### src/verilog/adapter_regs_pkg.sv
package adapter_regs_pkg;

    // register addresses on the serial register port
    localparam logic [7:0] ADDR_TRIM_SIG   = 8'h13;
    localparam logic [7:0] ADDR_HANDSHAKE  = 8'h16;
    localparam logic [7:0] ADDR_OUT_FUNC   = 8'h19;
    localparam logic [7:0] ADDR_SHAPE_DATA = 8'h1c;

    // baseband handshake register fields
    localparam int BIT_BB_READY = 2;

    // output function register fields
    localparam int BIT_MOD_FLOAT = 7;
    localparam int BIT_SHAPE_RST = 6;
    localparam int BIT_AMP_FLOAT = 5;
    localparam int BIT_CLK_EN    = 4;
    localparam int TEST_LSB      = 1;
    localparam int TEST_W        = 3;

    // crystal trim field
    localparam int TRIM_W = 7;

    // reset values
    localparam logic [7:0] RST_HANDSHAKE = 8'h00;
    localparam logic [7:0] RST_OUT_FUNC  = 8'h00;
    localparam logic [7:0] RST_TRIM      = 8'h00;

    // writable bits; everything else is stored as zero
    localparam logic [7:0] MASK_HANDSHAKE = 8'h04;
    localparam logic [7:0] MASK_OUT_FUNC  = 8'hbe;
    localparam logic [7:0] MASK_TRIM      = 8'h7f;

    // modulation shaping table
    localparam int SHAPE_DEPTH = 13;
    localparam int SHAPE_IDX_W = 4;
    localparam logic [SHAPE_IDX_W-1:0] SHAPE_LAST = 4'hc;
    localparam logic [7:0] SHAPE_RST [SHAPE_DEPTH] = '{
        8'h37, 8'h38, 8'h3a, 8'h3e, 8'h47, 8'h54, 8'h64,
        8'h74, 8'h81, 8'h89, 8'h8e, 8'h90, 8'h91
    };

    // switch clock synthesis, frequencies in kHz
    localparam int SYS_CLK_KHZ = 10000;
    localparam int SW_CLK_KHZ  = 2048;
    localparam int NCO_GCD     = 16;
    localparam int NCO_W       = 10;
    localparam logic [NCO_W-1:0] NCO_STEP = NCO_W'(SW_CLK_KHZ / NCO_GCD);
    localparam logic [NCO_W-1:0] NCO_MOD  = NCO_W'(SYS_CLK_KHZ / NCO_GCD);
    localparam logic [NCO_W-1:0] NCO_HALF = NCO_W'((SYS_CLK_KHZ / NCO_GCD + 1) / 2);

    typedef struct packed {
        logic       wr;
        logic       rd;
        logic [7:0] addr;
        logic [7:0] wdata;
    } reg_req_t;

    typedef struct packed {
        logic       valid;
        logic [7:0] rdata;
    } reg_rsp_t;

endpackage

### src/verilog/switch_clock_gen.sv
`timescale 1ns/1ps
module switch_clock_gen
    import adapter_regs_pkg::*;
(
    // clock and reset
    input  wire logic sys_clk,
    input  wire logic sys_rst,
    // control
    input  wire logic run,
    // clock out
    output logic      clk_out
);

    logic [NCO_W-1:0] phase;
    logic [NCO_W:0]   next_sum;

    // fractional divider: average rate is exact, edges jitter by one sys_clk
    always_comb begin
        next_sum = {1'b0, phase} + {1'b0, NCO_STEP};
    end

    always_ff @(posedge sys_clk) begin
        if (sys_rst || !run) begin
            phase <= '0;
        end else if (next_sum >= {1'b0, NCO_MOD}) begin
            phase <= NCO_W'(next_sum - {1'b0, NCO_MOD});
        end else begin
            phase <= next_sum[NCO_W-1:0];
        end
    end

    always_ff @(posedge sys_clk) begin
        if (sys_rst || !run) begin
            clk_out <= 1'b0;
        end else begin
            clk_out <= (phase >= NCO_HALF);
        end
    end

endmodule

### src/verilog/adapter_control_registers.sv
`timescale 1ns/1ps
// Notes on behaviour
// (RL1) ready bit at 22 bit2 drives clock request
// (RL2) controller leaves reserved handshake bits alone
// (RL3) modulation output grounded or floats outside transmit
// (RL4) writing one to bit6 rewinds shaping pointer
// (RL5) amplifier output grounded or floats outside transmit
// (RL6) bit4 puts 2.048 MHz on switch pin
// (RL7) test bits are not for normal use
// (RL8) trim register at 19 sets crystal load
// (RL9) trim bits give binary weighted capacitance
// (RL10) read-only signature at 19, writes ignored
// (RL11) after rewind, writes fill entries upward from zero
// (RL12) pointer sticks on last entry, no wrap
// (RL13) address 19 writes trim, reads signature
module adapter_control_registers
    import adapter_regs_pkg::*;
#(
    // arbitrary value, not a real part code
    parameter logic [7:0] CHIPSET_SIGNATURE = 8'h5a
)
(
    // clock and reset
    input  wire logic                   sys_clk,
    input  wire logic                   sys_rst,
    // register port from the serial interface
    input  wire reg_req_t               reg_req,
    output reg_rsp_t                    reg_rsp,
    // packet and datapath inputs
    input  wire logic                   tx_packet,
    input  wire logic [SHAPE_IDX_W-1:0] shape_sel,
    input  wire logic [7:0]             amp_level,
    input  wire logic                   tx_switch_in,
    input  wire logic                   clk_need,
    // system clock request
    output logic                        sys_clk_req,
    // modulation output
    output logic [7:0]                  mod_out,
    output logic                        mod_oe,
    // power amplifier control output
    output logic [7:0]                  amp_out,
    output logic                        amp_oe,
    // transmit switch pin
    output logic                        tx_switch_pin,
    // crystal load and test controls
    output logic [TRIM_W-1:0]           crystal_load_trim,
    output logic [TEST_W-1:0]           test_ctrl
);

    ////////////////////////////////////////////////////////////////////////////
    // register state

    logic [7:0]             baseband_handshake_reg;
    logic [7:0]             output_function_reg;
    logic [7:0]             crystal_load_trim_reg;
    logic [7:0]             shape_table [SHAPE_DEPTH];
    logic [SHAPE_IDX_W-1:0] shape_ptr;
    logic                   sw_clk;

    function automatic logic hit(input reg_req_t r, input logic [7:0] a);
        return r.wr && (r.addr == a);
    endfunction

    always_ff @(posedge sys_clk) begin
        if (sys_rst) begin
            baseband_handshake_reg <= RST_HANDSHAKE;
        end else if (hit(reg_req, ADDR_HANDSHAKE)) begin
            // reserved bits are never stored
            baseband_handshake_reg <= reg_req.wdata & MASK_HANDSHAKE; // [RL1] [RL2]
        end
    end

    always_ff @(posedge sys_clk) begin
        if (sys_rst) begin
            output_function_reg <= RST_OUT_FUNC;
        end else if (hit(reg_req, ADDR_OUT_FUNC)) begin
            // rewind bit is a strobe, so it is masked out of storage
            output_function_reg <= reg_req.wdata & MASK_OUT_FUNC;
        end
    end

    // writes at the shared address land in trim; signature has no storage
    always_ff @(posedge sys_clk) begin
        if (sys_rst) begin
            crystal_load_trim_reg <= RST_TRIM;
        end else if (hit(reg_req, ADDR_TRIM_SIG)) begin
            crystal_load_trim_reg <= reg_req.wdata & MASK_TRIM; // [RL8] [RL13] [RL10]
        end
    end

    ////////////////////////////////////////////////////////////////////////////
    // shaping table and its write pointer

    always_ff @(posedge sys_clk) begin
        if (sys_rst) begin
            shape_ptr <= '0;
        end else if (hit(reg_req, ADDR_OUT_FUNC) && reg_req.wdata[BIT_SHAPE_RST]) begin
            shape_ptr <= '0; // [RL4] [RL11]
        end else if (hit(reg_req, ADDR_SHAPE_DATA) && (shape_ptr != SHAPE_LAST)) begin
            shape_ptr <= shape_ptr + 4'h1; // [RL11] [RL12]
        end
    end

    genvar gi;
    generate
        for (gi = 0; gi < SHAPE_DEPTH; gi++) begin : g_shape
            always_ff @(posedge sys_clk) begin
                if (sys_rst) begin
                    shape_table[gi] <= SHAPE_RST[gi];
                end else if (hit(reg_req, ADDR_SHAPE_DATA) && (shape_ptr == SHAPE_IDX_W'(gi))) begin
                    // saturated pointer keeps hitting the last entry
                    shape_table[gi] <= reg_req.wdata; // [RL11] [RL12]
                end
            end
        end
    endgenerate

    ////////////////////////////////////////////////////////////////////////////
    // read path: one cycle after the read strobe

    logic [7:0] next_rdata;

    always_comb begin
        next_rdata = 8'h00;
        if (reg_req.addr == ADDR_TRIM_SIG) begin
            next_rdata = CHIPSET_SIGNATURE; // [RL10] [RL13]
        end else if (reg_req.addr == ADDR_HANDSHAKE) begin
            next_rdata = baseband_handshake_reg;
        end else if (reg_req.addr == ADDR_OUT_FUNC) begin
            next_rdata = output_function_reg;
        end
    end

    always_ff @(posedge sys_clk) begin
        if (sys_rst) begin
            reg_rsp <= '0;
        end else begin
            reg_rsp.valid <= reg_req.rd;
            reg_rsp.rdata <= reg_req.rd ? next_rdata : 8'h00;
        end
    end

    ////////////////////////////////////////////////////////////////////////////
    // pin functions

    switch_clock_gen u_switch_clock_gen (
        .sys_clk (sys_clk),
        .sys_rst (sys_rst),
        .run     (output_function_reg[BIT_CLK_EN]),
        .clk_out (sw_clk)
    );

    always_ff @(posedge sys_clk) begin
        if (sys_rst) begin
            sys_clk_req <= 1'b0;
        end else begin
            // ready keeps the system clock requested even when idle
            sys_clk_req <= baseband_handshake_reg[BIT_BB_READY] | clk_need; // [RL1]
        end
    end

    always_ff @(posedge sys_clk) begin
        if (sys_rst) begin
            tx_switch_pin <= 1'b0;
        end else begin
            tx_switch_pin <= output_function_reg[BIT_CLK_EN] ? sw_clk : tx_switch_in; // [RL6]
        end
    end

    always_ff @(posedge sys_clk) begin
        if (sys_rst) begin
            mod_out <= 8'h00;
            mod_oe  <= 1'b1;
        end else if (tx_packet) begin
            // out-of-range selects clamp to the last entry
            mod_out <= shape_table[(shape_sel > SHAPE_LAST) ? SHAPE_LAST : shape_sel];
            mod_oe  <= 1'b1;
        end else begin
            mod_out <= 8'h00;
            mod_oe  <= ~output_function_reg[BIT_MOD_FLOAT]; // [RL3]
        end
    end

    always_ff @(posedge sys_clk) begin
        if (sys_rst) begin
            amp_out <= 8'h00;
            amp_oe  <= 1'b1;
        end else if (tx_packet) begin
            amp_out <= amp_level;
            amp_oe  <= 1'b1;
        end else begin
            amp_out <= 8'h00;
            amp_oe  <= ~output_function_reg[BIT_AMP_FLOAT]; // [RL5]
        end
    end

    // each trim bit is one binary-weighted capacitor switch
    always_ff @(posedge sys_clk) begin
        if (sys_rst) begin
            crystal_load_trim <= '0;
            test_ctrl         <= '0;
        end else begin
            crystal_load_trim <= crystal_load_trim_reg[TRIM_W-1:0]; // [RL9]
            test_ctrl         <= output_function_reg[TEST_LSB +: TEST_W]; // [RL7]
        end
    end

endmodule

### config.mk
export PLATFORM = sky130hd
export DESIGN_NAME = adapter_control_registers
export DESIGN_NICKNAME = d
export VERILOG_FILES = /design/src/verilog/adapter_regs_pkg.sv /design/src/verilog/switch_clock_gen.sv /design/src/verilog/adapter_control_registers.sv
export SDC_FILE = /design/constraint.sdc
export NUM_CORES = 1
export LEC_CHECK = 0
export ABC_CLOCK_PERIOD_IN_PS = 2100
export BUFFER_PORTS_ARGS = -buffer_cell sky130_fd_sc_hd__buf_2
export CAP_MARGIN = 0
export CORE_UTILIZATION = 35
export DETAILED_ROUTE_END_ITERATION = 6
export GPL_TIMING_DRIVEN = 0
export MAX_ROUTING_LAYER = met4
export SETUP_SLACK_MARGIN = 0.5
export SLEW_MARGIN = 20
export SYNTH_ARGS = -nofsm -noshare
export SYNTH_HDL_FRONTEND = slang
export SYNTH_SLANG_ARGS = --single-unit
### constraint.sdc
create_clock -name sys_clk -period 2.1 [get_ports sys_clk]
set_input_delay 0.21 -clock sys_clk [delete_from_list [all_inputs] [get_ports sys_clk]]
set_output_delay 0.21 -clock sys_clk [all_outputs]
set_load 0.005 [all_outputs]
# == Word-level counts from Yosys, hierarchy flattened ==
# Memories as Yosys holds them, arrays and structs flattened. A register that Yosys moved wholly into a read port is not among the register bits.
# Cells that the tools add are included.
# W data, S select, Z words.
# classes
bitwise_logic,18
n_reduce_logical,27
n_mux,60
eq_ne,17
addsub,3
n_lt_le_gt_ge,3
# op_table
operator,count
$mux W8,15
$mux W1,42
$eq A8 B5 Y1 const B,4
$eq A4 B4 Y1 const B,5
$logic_and A1 B1 Y1,19
$eq A4 B3 Y1 const B,4
$or A1 B1 Y1,14
$add A10 B8 Y11 const B,1
$ge A11 B10 Y1 const B,1
$ge A10 B9 Y1 const B,1
$mux W10,1
$sub A10 B10 Y10 const B,1
$eq A4 B2 Y1 const B,2
$reduce_or A2 Y1,4
$mux W7,1
$add A4 B1 Y4 const B,1
$eq A4 B1 Y1 const B,1
$gt A4 B4 Y1 const B,1
$logic_not A4 Y1,1
$mux W4,1
$ne A4 B4 Y1 const B,1
$not A1 Y1,4
$reduce_or A3 Y1,1
$logic_not A1 Y1,1
$logic_or A1 B1 Y1,1
# totals
input_bits,35
n_memories,1
ram_bits,104
wordCells,145
register_bits,60
output_inout_bits,39
# mem_list
memory,words,width,read_ports,rd_clocked_by_memory_dff,write_ports,line_no,text
shape_table,13,8,1,1,13,adapter_control_registers.sv:56,logic [7:0] shape_table [SHAPE_DEPTH];

# == Logic depth before layout (Yosys ltp) ==
# Gate-level depths: netlist of the first run.
# logic_depth
depth_word,7
depth_mapped,6
mapped_depth_nobuf,6

# == Modules after synthesis ==
# From an unflattened synthesis of the first run, not the netlist that was laid out.
# hier_totals
hier_cells,635
hier_area_um2,7757.4
# by_module_without_submodules
mod,seq_area_each_um2,cells_each,area_each_um2,n_inst
adapter_control_registers,4244.1,543,6969.2,1
switch_clock_gen,220.2,92,788.3,1

# == Least setup slack after synthesis of the first run ==
# OpenSTA, ideal clock, no wires.
# synth_timing
path_type,reg2reg
start,register u_switch_clock_gen.phase[7]
end,register u_switch_clock_gen.phase[8]
setup_time_ns,0.134
arrival_time_ns,1.773
n_path_buf,0
required_ns,1.966
stages_incl_launch_ff,5
slack_ns,0.193
period_less_slack_ns,1.907
path_cell_list,dfxtp_1 ha_1 o41a_4 o2111ai_1 or4b_1
# synth_between
elab_chain_cells,3
word_cells_on_any_way,4
cone_classes,add/sub (2); order compare (1); mux (1)
# synth_rtl
element,line_no,text
"start, declared",switch_clock_gen.sv:14,logic [NCO_W-1:0] phase;
"start signal, assigned",switch_clock_gen.sv:26,"phase <= NCO_W'(next_sum - {1'b0, NCO_MOD});"
"start signal, assigned",switch_clock_gen.sv:28,phase <= next_sum[NCO_W-1:0];
$add A10 B8 Y11 (*),switch_clock_gen.sv:19,"next_sum = {1'b0, phase} + {1'b0, NCO_STEP};"
$sub A10 B10 Y10 / $ge A11 B10 Y1 (equally long branches),"switch_clock_gen.sv:26, switch_clock_gen.sv:25",
$mux W10 (*),switch_clock_gen.sv:25,"end else if (next_sum >= {1'b0, NCO_MOD}) begin"
# Mark *: on every way between the ends. The rest lies on a longest branch, timed or not.
# A chain may end at the register's enable or synchronous reset.

# == Worst setup path in the final report of the first run ==
# layout_timing
start,register u_switch_clock_gen.phase[8]
end,register u_switch_clock_gen.phase[8]
# Same word-level chain as after synthesis.

==> impl_summary.md, run 1 <==
Run status
The flow ran to the end, and the final reports show no timing, DRC or antenna violations.

Synth
The share of the synthesized area in the top cell type is 0.415. By area the synthesized netlist is led by sky130_fd_sc_hd__edfxtp_1, sky130_fd_sc_hd__dfxtp_1, sky130_fd_sc_hd__and2_1, sky130_fd_sc_hd__mux4_2, sky130_fd_sc_hd__mux2i_1. After synthesis, the share of cell area in mux cells is 0.101. Synthesis handed over a netlist of roughly 600 instances. By count the netlist is led by sky130_fd_sc_hd__edfxtp_1, sky130_fd_sc_hd__dfxtp_1, sky130_fd_sc_hd__and2_1, sky130_fd_sc_hd__or3_1, sky130_fd_sc_hd__nor2_1.

The dominant register cell in the synthesized netlist is sky130_fd_sc_hd__edfxtp_1. Of the total synthesized cell area, the portion taken by AND, OR, NAND and NOR gates is 0.192. Of the total synthesized cell area, the portion taken by XOR and XNOR cells is 0.00233. The number of synthesized flops with an enable pin is around 100.

The most common cell in the synthesized netlist is sky130_fd_sc_hd__edfxtp_1. Synthesis instantiated 57 different standard cells from the library. Of the synthesized area, sequential elements account for 0.594. The compound-gate portion of the synthesized area came to 0.0692. The synthesized design contains 171 register bits.

The cell type with the largest total area after synthesis is sky130_fd_sc_hd__edfxtp_1. The mapped netlist covers between 7000 and 8000 µm². The mean instance size in the synthesized netlist is roughly 12 µm². In the synthesized netlist the async set-or-reset flop fraction comes to 0.

The largest family of logic cells by synthesized area is simple AND/OR/NAND/NOR gates. The number of synthesis warnings is 0. The post-synth net total is between 600 and 700.

The adder and majority cell fraction of the synthesized area is 0.0133.

Detailed routing
Summing over every cut layer, the via total after detailed routing is 5,310. For this run, design rule violations remaining after detail routing come to 0. In the routed layout, each cell is associated on average with a via count of 5.19. The detail route stage leaves a number of antenna-violating nets equal to 0. The routed wire length per instance is between 15 and 20 µm. Summed over all layers, the routed wires come to 19,200 µm. The starting DRC count in detailed routing is ~490. For this run, the detailed router's first-pass iteration total came to 5.

Clocking
Clock tree synthesis found a total of approximately 170 sinks. In this run the number of H-tree levels came out at 4. The clock tree from TritonCTS is yes. The number of buffers on the longest clock path is 2.

CTS placed an instance of sky130_fd_sc_hd__clkbuf_16 at the clock tree root. The clock reaches the later pin of the worst-skew pair after about 430 ps. In this run, CTS created clock tree buffers numbering 17. The clock-pin slew on the worst setup and hold paths is ~60 ps.

Die
The initial core utilization is 0.358. The total number of placement rows is 53. In this run the horizontal extent of the chip is about 150 µm. The die covers roughly 22,000 µm². For this design the top-level I/O count stands at 74. From bottom edge to top edge, the die measures 149 µm. In this run the standard cell core region covers 21,000 µm².

Timing
Based on the critical path, the design can be clocked at up to roughly 0.56 GHz. The final hold violation count is 0. Dividing the final minimum period by the clock period gives 0.857. The count of final max-slew check failures came to 0.

At the pin with the least slew margin, the transition time is 843 ps. The clock skew after layout is around 8.5 ps. Measured against its own limit, the worst slew margin works out to 0.438. In the final timing run, aggregate negative setup slack is 0 ps.

Subtracting the final worst setup slack from the clock period gives around 1800 ps. Setup repair after global routing could not meet its margin everywhere. The setup violation total in the final timing report is 0.

Setup path
The critical path class is reg2reg. STA classifies the critical path endpoint as a flip-flop. The capturing point of the worst reg2reg path is u_switch_clock_gen.phase[8].

In this run the critical register-to-register path is launched from u_switch_clock_gen.phase[8]. The data required time of the worst path is approximately 2400 ps. On the worst path, the slowest cell contributes a delay of ~470 ps. The critical path goes through ha_4 -> o41a_4 -> o2111ai_2 -> or4b_4. The number of cell instances on the worst register-to-register path is 4. The kind of launch point of the worst setup path is a flip-flop. The critical path contains buffers and inverters numbering 0 combined. The endpoint arrival time on the critical path is approximately 2100 ps. The setup check on the worst reg-to-reg path leaves a slack of between 300 and 400 ps. The kind of cell adding the most delay to the critical path is compound AO/OA/AOI/OAI gates. The largest fanout of any net on the critical path is 3. The slowest cell on the critical path is sky130_fd_sc_hd__or4b_4.

Placement
The congestion estimate from routability-driven global placement came to roughly 0.86. The number of port buffers is 70. Detailed placement finished with a half-perimeter wire length of between 10,000 and 15,000 µm.

Pwr
Dividing total power by cell area gives a power density of 727 nW/µm². The design draws between 7 and 8 mW. The worst-case IR drop observed on VDD is 0.535 mV. Of the total power, combinational logic draws 0.055. The clock network power share is 0.433.

The switching power total is between 1.5 and 2 mW. The total leakage power is around 3.6 nW. Internal power comes to 5.49 mW.

The switching share of power is 0.224. Of the total power, registers draw 0.512.

Hold path
The launch instance of the worst min-delay path is tx_switch_in. The path category of the worst min-delay check is in2reg. The worst hold path cell count is 3. The end of the worst hold path is tx_switch_pin.

Global route
The global-route wire length before repair is roughly 29,000 µm. The number of antenna violations at the first check in global routing came to 0. The via count of the first global-routing pass is slightly above 5,000. Across every metal layer, demand over resource in global routing totals 0.183. Entering global routing, the biggest net connects 17 pins. The remaining global-route overflow is 0.

Cells and area
The final net count is approximately 780. From synthesis to final layout, the design area changed by 29.5%. The register with the most flip-flops in the layout has ~100 of them. The number of diodes is 0.

The share of layout cells above drive strength 1 is 0.335.

Run
Max-cap violations in this run came to 0.
## repair_timing
action,CTS,global route
hold endpoints to repair,11,0
cloned,2,0
hold buffers,10,0
buffers inserted,20,10
resized for setup,74,45
pin swaps,16,10
endpoints found under the setup margin,190,144
## area by class of cell
class | count | area, µm²
Sequential cell | 171 | 4490
Fill cell | 1865 | 11300
Clock buffer | 21 | 504
Clock inverter | 11 | 75.1
Buffer | 43 | 292
Tap cell | 275 | 344
Timing Repair Buffer | 112 | 759
Inverter | 7 | 36.3
Multi-Input combinational cell | 384 | 3230
## routing by layer
metal,part of all wire,GRT usage
met2,0.49,0.291
met5,0,-
met3,0.055,0.0334
met1,0.44,0.236
met4,0.015,0.0608
## power by group through the flow
| stage | registers (mW) | logic [mW] | clock network (mW) |
|---|---|---|---|
| global placement | 3.70 | 0.361 | 0 |
| CTS | 3.62 | 0.391 | 3.11 |
| finish | 3.62 | 0.393 | 3.06 |
| floorplan | 3.70 | 0.200 | 0 |
| detailed placement | 3.70 | 0.363 | 0 |
| global route | 3.62 | 0.419 | 3.24 |
## layout by cell type (no fill, tap or decap), types with 16 or more instances in the layout
master,instances
sky130_fd_sc_hd__and2_1,63
sky130_fd_sc_hd__buf_2,74
sky130_fd_sc_hd__buf_4,27
sky130_fd_sc_hd__clkbuf_1,17
sky130_fd_sc_hd__clkbuf_16,20
sky130_fd_sc_hd__dfxtp_1,59
sky130_fd_sc_hd__edfxtp_1,104
sky130_fd_sc_hd__mux2i_1,31
sky130_fd_sc_hd__mux4_2,16
sky130_fd_sc_hd__nand2_1,22
sky130_fd_sc_hd__nor2_1,28
sky130_fd_sc_hd__nor2b_1,23
sky130_fd_sc_hd__or3_1,37
## cell families (layout without fill, tap and decap cells)
kind of cell | Yosys count | after routing
AND/OR/NAND/NOR | 253 | 253
multiplexers | 55 | 55
other | 1 | 1
AO/OA/AOI/OAI | 65 | 65
buffers and inverters | 50 | 194
XOR/XNOR | 2 | 2
flip-flops | 171 | 171
adder cells (fa/ha/maj) | 8 | 8
## worst min-delay path: cells and delay by family
| family | cells | cell delay (ps) |
|---|---|---|
| buf+inv | 1 | 80 |
| simple gates | 1 | 80 |
| mux | 1 | 50 |
## worst max-delay path by stage
stage	start	endpoint	slack, ps	cells past startpoint
final	u_switch_clock_gen.phase[8]	u_switch_clock_gen.phase[8]	300	4
after global routing	u_switch_clock_gen.phase[1]	u_switch_clock_gen.phase[8]	240	6
after CTS	u_switch_clock_gen.phase[1]	u_switch_clock_gen.phase[8]	330	6
after detailed placement	reg_req[13]	shape_table[1][5]	-150	6
after global placement	reg_req[13]	shape_table[0][1]	-110	6
after floorplan	u_switch_clock_gen.phase[1]	u_switch_clock_gen.phase[8]	350	6
## stage by stage
step	setup slack, ps	instances	hold WS (ps)	util	cell area (µm²)
final	300	1024	28.1	0.463	9730
after floorplan	346	605	314	-	7640
after global placement	-112	950	399	0.397	8340
after global routing	242	1024	29.7	0.463	9730
after detailed placement	-147	950	392	0.397	8340
after CTS	327	1014	9.22	0.451	9480
Note: power is estimated with default switching activity, not from simulation.
==> run 2: changes to the inputs <==
--- a/config.mk
+++ b/config.mk
@@ -6,10 +6,10 @@
 export NUM_CORES = 1
 export LEC_CHECK = 0
 export ABC_CLOCK_PERIOD_IN_PS = 2100
-export BUFFER_PORTS_ARGS = -buffer_cell sky130_fd_sc_hd__buf_2
 export CAP_MARGIN = 0
-export CORE_UTILIZATION = 35
+export CORE_UTILIZATION = 50
 export DETAILED_ROUTE_END_ITERATION = 6
+export DONT_BUFFER_PORTS = 1
 export GPL_TIMING_DRIVEN = 0
 export MAX_ROUTING_LAYER = met4
 export SETUP_SLACK_MARGIN = 0.5
==> run 2 against run 1 <==
Sequential power hardly changed. Die area is 30% lower. Wire length is 3.2% lower. Critical path depth is 2 higher. Clock power is 3% lower. Sequential share of layout area is 2.7 points higher. Critical endpoint is now u_switch_clock_gen.phase[0]. Highest routed layer unchanged.
==> impl_summary.md, run 2 (same netlist as run 1, synthesis figures left out) <==
Pwr
The switching power total is ~1.6 mW. The clock network power share is 0.427. The register share of total power is 0.523.

The power density normalized to cell area is 754 nW/µm². The internal portion of the total power is approximately 5.4 mW. The share of total power dissipated in combinational logic is 0.050. The total leakage power is 3.23 nW. The switching share of power is 0.228. The maximum resistive drop on vdd is 0.604 mV.

Global route
The largest net degree at the start of global routing is 17. For this run, the total global-route usage over all layers was measured as 0.258. The remaining global-route overflow is 0. The via count of the first global-routing pass is around 5,000. The global-route wire length before repair is between 20,000 and 30,000 µm. The number of antenna violations at the first check in global routing is 1.

Detailed routing
After detailed routing, the number of remaining DRC violations is 0. For this block, the via count after detailed routing is 5,074. The number of detailed-route iterations in the first pass is 5. The count of nets left with antenna violations once routing finished came out at 0. After detailed routing, the number of vias per cell comes to about 6. The routed design has 18,600 µm of wire. The starting DRC count in detailed routing is ~440.

In the final routed layout, each cell accounts on average for around 21 µm.

Clocking
Counting every sink on the clock net gives between 150 and 200. The clock tree root buffer cell is sky130_fd_sc_hd__clkbuf_16. The H-tree depth reported by CTS is 4.

The number of buffers on the longest clock path is 2. Clock-pin slew was measured on the worst setup and hold paths at approximately 70 ps. TritonCTS built the clock tree. The clock latency on the worst-skew pair is 440 ps. The number of clock buffers added by TritonCTS is 17.

Timing
The worst-margin pin slew is between 700 and 800 ps. Across all setup checks in the final design, the least slack found is approximately 330 ps. The clock skew after layout is 5.95 ps. The count of final max-slew check failures was 0. The share of the cycle needed by the critical path after routing is 0.842. For the final routed database, the setup TNS stands at 0 ps. The final hold violation count is 0. Headroom to the max-slew limit came out at 0.482.

The routed design could run at a clock period as short as about 1800 ps. Derived from the worst setup path, the maximum achievable clock frequency is roughly 0.57 GHz. Setup repair after global routing could not meet its margin everywhere. Setup violations remaining at the end of the flow were counted as 0.

Placement
The number of cells in the design after placement is 789. Detailed placement ended at an HPWL of roughly 12,000 µm. The routability-driven placement congestion ratio is between 0.8 and 0.9.

The worst slack after detailed placement is ~52 ps. The number of port buffers is 0.

Die
The initial core utilization is 0.515. The die is between 100 and 150 µm wide. The overall die height is between 100 and 150 µm. The placeable core area is around 15,000 µm². The floorplan die area is about 16,000 µm².

The total number of placement rows is 44. In this run the count of I/O pins placed on the die edge is 74.

Cells and area
In the layout the commonest cells are sky130_fd_sc_hd__edfxtp_1, sky130_fd_sc_hd__and2_1, sky130_fd_sc_hd__dfxtp_1, sky130_fd_sc_hd__or3_1, sky130_fd_sc_hd__mux2i_1. The register with the most flip-flops in the layout has 104 of them. After filler insertion, the fill cell instance count of the layout stands at between 1,000 and 1,500.

The finished layout holds slightly below 900 standard cells, fillers aside. For this run, the share of the core covered by cells in the final layout is 0.630. The share of layout cells above drive strength 1 is 0.245. The area growth from synthesis to layout is 22.3%. Registers take roughly 4500 µm².

The area of the multi-input gates is about 3200 µm². For this run, the post-layout net count is 712. Leaving out fill and tap cells, the most frequent cell in the layout is sky130_fd_sc_hd__edfxtp_1.

Setup path
The startpoint identified for the worst register-to-register timing path is u_switch_clock_gen.phase[8]. The capturing point of the worst reg2reg path is u_switch_clock_gen.phase[0]. The worst setup path is of the reg2reg kind. The minimum setup slack among reg-to-reg paths is approximately 330 ps. The endpoint class of the critical path is a flip-flop. Data on the critical path arrives at its endpoint at around 2100 ps. Data on the critical path is required at its endpoint by around 2400 ps. The critical path launch point is u_switch_clock_gen.phase[8]. Along the worst path, the maximum fanout reaches 7. The last element of the critical path is u_switch_clock_gen.phase[0].

Counting cells, the worst reg-to-reg path comes to 6. The worst setup path is launched from a flip-flop.

Run status
The run finished with clean final reports.

Run
Across the run, the number of max-cap violations was 0.

Hold path
The min-delay analysis places its worst path in the category in2reg.
## run 2: cell types whose count changed in the layout (fill, tap and decap cells not counted), moves of 3 or more
cell,delta
sky130_fd_sc_hd__clkbuf_8,+3
sky130_fd_sc_hd__inv_6,-3
sky130_fd_sc_hd__clkbuf_16,-3
sky130_fd_sc_hd__a21o_2,-3
sky130_fd_sc_hd__buf_2,-72
sky130_fd_sc_hd__buf_4,-7
sky130_fd_sc_hd__dlygate4sd3_1,+10
sky130_fd_sc_hd__buf_12,-3
sky130_fd_sc_hd__clkinv_4,+4
sky130_fd_sc_hd__clkbuf_4,+3
sky130_fd_sc_hd__inv_4,+4
sky130_fd_sc_hd__a21o_1,+3
## run 2: metal layers
layer | vias to the layer above | GRT usage | part of all wire
li1 | 2357 | - | -
met1 | 2495 | 0.310 | 0.42
met2 | 184 | 0.415 | 0.49
met3 | 38 | 0.0649 | 0.057
met4 | 0 | 0.102 | 0.030
met5 | - | - | 0
## run 2: power groups by stage
| stage | combinational [mW] | sequential [mW] | clock, mW |
|---|---|---|---|
| after CTS | 0.346 | 3.63 | 2.97 |
| after detailed placement | 0.296 | 3.71 | 0 |
| after floorplan | 0.200 | 3.70 | 0 |
| after global routing | 0.373 | 3.63 | 3.10 |
| after global placement | 0.295 | 3.70 | 0 |
| final | 0.349 | 3.63 | 2.96 |
## run 2: stage by stage
step	area, µm²	power, mW	hold WS [ps]
after floorplan	7640	3.90	314
after global placement	7870	4.00	332
after detailed placement	7870	4.00	332
after CTS	9050	6.95	12.6
after global routing	9200	7.10	48.4
final	9200	6.94	22.3
## run 2: critical path, cell delays in order, from the launching register on
cell,delay (ps)
sky130_fd_sc_hd__dfxtp_4,360
sky130_fd_sc_hd__ha_4,240
sky130_fd_sc_hd__o41a_4,440
sky130_fd_sc_hd__buf_4,150
sky130_fd_sc_hd__buf_8,140
sky130_fd_sc_hd__o21a_1,200
sky130_fd_sc_hd__mux2i_1,120
## run 2: repair_timing
item	in CTS	in global routing
buffers inserted	20	3
hold endpoints to repair	48	0
cloned	2	0
setup endpoints to repair	161	93
hold buffers	20	0
pin swaps	9	17
resized for setup	65	36
## run 2: final cells by class
type	instances	share of cell area
timing repair buffer	45	0.0460
clock inverter	12	0.00952
multi-input combinational	384	0.344
clock buffer	20	0.0507
antenna	1	0.000272
tap	184	0.0250
buffer	43	0.0321
inverter	7	0.00395
sequential	171	0.488
## run 2: worst min path at each step
| stage | from | endpoint | slack, ps | cells after the start |
|---|---|---|---|---|
| final | reg_req[11] | reg_rsp[6] | 20 | 3 |
| after global routing | reg_req[17] | baseband_handshake_reg[2] | 50 | 3 |
| after CTS | reg_req[17] | baseband_handshake_reg[2] | 10 | 3 |
| after detailed placement | tx_packet | amp_oe | 330 | 2 |
| after global placement | amp_level[5] | amp_out[5] | 330 | 1 |
| after floorplan | tx_packet | amp_oe | 310 | 2 |
==> run 3: changes to the inputs <==
--- a/config.mk
+++ b/config.mk
@@ -5,13 +5,14 @@
 export SDC_FILE = /design/constraint.sdc
 export NUM_CORES = 1
 export LEC_CHECK = 0
-export ABC_CLOCK_PERIOD_IN_PS = 2100
+export ABC_CLOCK_PERIOD_IN_PS = 1600
 export CAP_MARGIN = 0
 export CORE_UTILIZATION = 50
 export DETAILED_ROUTE_END_ITERATION = 6
 export DONT_BUFFER_PORTS = 1
 export GPL_TIMING_DRIVEN = 0
 export MAX_ROUTING_LAYER = met4
+export PLACE_DENSITY = 0.68
 export SETUP_SLACK_MARGIN = 0.5
 export SLEW_MARGIN = 20
 export SYNTH_ARGS = -nofsm -noshare
==> constraint.sdc (replaced) <==
create_clock -name sys_clk -period 1.6 [get_ports sys_clk]
set_input_delay 0.16 -clock sys_clk [delete_from_list [all_inputs] [get_ports sys_clk]]
set_output_delay 0.16 -clock sys_clk [all_outputs]
set_load 0.005 [all_outputs]
==> run 3 against run 2 <==
The run now ends with negative hold slack, negative setup slack left. First-iteration DRC count is 1.6% lower. Hold slack lost 26 ps. Worst setup slack worse by 550 ps. Core utilization is 8.5 points higher. Largest power group unchanged. Final area rose by 13%. Via count increased by 5.8%. Sequential power increased by 31%. Wire length increased by 8.6%. Highest routed layer unchanged. Maximum frequency shrank 2.6%. Count of clock-buffer cells in the layout increased by 8.
==> impl_summary.md, run 3 (same netlist as run 1, synthesis figures left out) <==
Detailed routing
The routed wire length per instance is between 20 and 25 µm. Before antenna repair, the detailed router went through 5 iterations. The via density per instance is approximately 5.9. The total vias in the final route is 5,369. The number of design rule violations left after detail routing is 0. The antenna violation net count after detailed routing is 0. Summed over all layers, the routed wires come to around 20,000 µm. The starting DRC count in detailed routing is 432.

Run
The tool flagged a number of max-cap violations equal to 0.

Pwr
Summed over all cells, the static leakage comes to roughly 3.7 nW. The maximum resistive drop on vdd is 0.808 mV. For this design the ratio of total power to cell area is a little over 900 nW/µm².

The total power consumption of the routed design is 9.68 mW.

Timing
Across all setup checks in the final design, the least slack found is -215 ps. Setup repair after global routing could not meet its margin everywhere. The sum of negative setup slack is -2350 ps. The count of final max-slew check failures is 0. The final hold violation count came to 5. The worst-margin pin slew is ~780 ps. The worst hold slack across all endpoints is -3.87 ps. Setup violations remaining at the end of the flow were counted as 34. Of the available clock period, the critical path in the final layout requires 1.13. For this run, the top clock speed supported by timing is 0.551 GHz. Clock skew on the completed layout was measured at 7.92 ps. The worst pin sits at a relative slew slack of 0.479. The smallest clock period supported by the final layout is computed as about 1800 ps.

Clocking
The clock tree from TritonCTS is yes. Clock-pin slew was measured on the worst setup and hold paths at 60 ps. The number of buffers on the longest clock path is 2. The clock tree root buffer cell is sky130_fd_sc_hd__clkbuf_16. The number of sinks on the clock net is 171. The number of clock buffers added by TritonCTS is 17. The clock reaches the later pin of the worst-skew pair after about 430 ps. The clock tree synthesis step divided the H-tree into 4 levels.

Global route
Across every metal layer, demand over resource in global routing totals 0.273. The largest net degree at the start of global routing is 17. The via count of the first global-routing pass was about 5,500. The number of antenna violations at the first check in global routing was 0. The first global-routing pass estimated approximately 31,000 µm of wire. The total overflow left after global routing is 0.

Die
The initial core utilization is 0.515. The die is around 120 µm tall. The floorplan die area is between 15,000 and 20,000 µm². The horizontal extent of the die is roughly 120 µm.

The floorplan step defined a core boundary enclosing 14,600 µm². After floorplanning, the core was divided into 44 placement rows. The top-level port count is 74.

Cells and area
The final net count is 762. The area growth from synthesis to layout is 38.8%. The final core utilization is 0.715. The area of the multi-input gates is approximately 3700 µm².

The number of fill cells is approximately 920. The finished layout holds slightly above 900 standard cells, fillers aside. The number of antenna diodes in the final layout is 0.

The final instance area is 10,400 µm². Registers take 4490 µm². Of the cells placed in the final design, the portion with a size suffix greater than 1 is 0.389.

The commonest non-fill, non-tap cell in the layout is sky130_fd_sc_hd__edfxtp_1. The register with the most flip-flops in the layout has between 100 and 150 of them. Leaving out fill and tap cells, the most frequent cells in the layout are sky130_fd_sc_hd__edfxtp_1, sky130_fd_sc_hd__dfxtp_1, sky130_fd_sc_hd__and2_1, sky130_fd_sc_hd__buf_6, sky130_fd_sc_hd__buf_4.

Hold path
The tightest min-delay check is of the in2reg type. The launch instance of the worst min-delay path is sys_rst.

Placement
After legalization and detailed placement, the total HPWL measured roughly 12,000 µm. Prior to clock tree synthesis, the placed netlist has a worst setup slack of -439 ps. The number of cells in the design after placement is between 700 and 800. After detailed placement, the total cell area comes to ~8400 µm².

During placement, the flow inserted port buffers numbering 0. The routability-driven placement congestion ratio is 0.865.

Setup path
The critical path launch point is u_switch_clock_gen.phase[2]. At the worst endpoint, the arrival time is ~2100 ps. The beginning of the worst register-to-register path is u_switch_clock_gen.phase[2].

The critical path class is reg2reg. The largest fanout of any net on the critical path is 10. Data on the critical path is required at its endpoint by approximately 1900 ps. The endpoint class of the critical path is a flip-flop. The worst setup path is launched from a flip-flop.

Run status
The run finished, with violations left. The checks that failed: negative hold slack, negative setup slack.
==> run 3: cell types whose count changed in the layout (fill, tap and decap cells not counted), sizes merged <==
cell / before / now
dlygate4sd3: 20 / 22
clkinv: 8 / 3
clkbuf: 50 / 56
diode: 1 / 0
inv: 11 / 8
buf: 38 / 88
==> run 3: area by class of cell <==
type,count,share of cell area
flip-flops and latches,171,0.431
well taps,184,0.0221
clock inverters,4,0.00288
repair buffers,95,0.0913
clock buffers,28,0.0599
plain buffers,43,0.0371
multi-input cells,384,0.353
inverters,7,0.00348
==> run 3: layer usage <==
metal	GRT usage	vias to the layer above	wire (µm)
met1	0.334	2678	8210
met2	0.455	199	10200
met3	0.0481	35	1160
li1	-	2457	-
met5	-	-	0
met4	0.0957	0	586
==> run 3: critical path: stages (launching register included) <==
cell	delay [ps]
sky130_fd_sc_hd__dfxtp_1	300
sky130_fd_sc_hd__buf_6	150
sky130_fd_sc_hd__o41ai_4	390
sky130_fd_sc_hd__o41a_4	280
sky130_fd_sc_hd__nor4_1	70
sky130_fd_sc_hd__or4b_1	500
==> run 3: worst paths after layout <==
check	end	slack [ps]	cells after the start
min	amp_out[2]	-4	2
min reg2reg	mod_oe	420	1
max	u_switch_clock_gen.phase[8]	-220	5
max reg2reg	u_switch_clock_gen.phase[8]	-220	5
==> run 3: repair_timing <==
item | 4_1_cts | 5_1_grt
hold buffers | 22 | 0
setup buffers | 49 | 22
pin swaps | 34 | 60
hold endpoints to repair | 50 | 0
endpoints found under the setup margin | 238 | 231
resized for setup | 94 | 52
cloned | 1 | 1
==> run 3: power by group <==
part           switching (mW)  internal, mW
combinational           0.315         0.224
sequential             0.0294          4.73
clock                    1.70          2.68
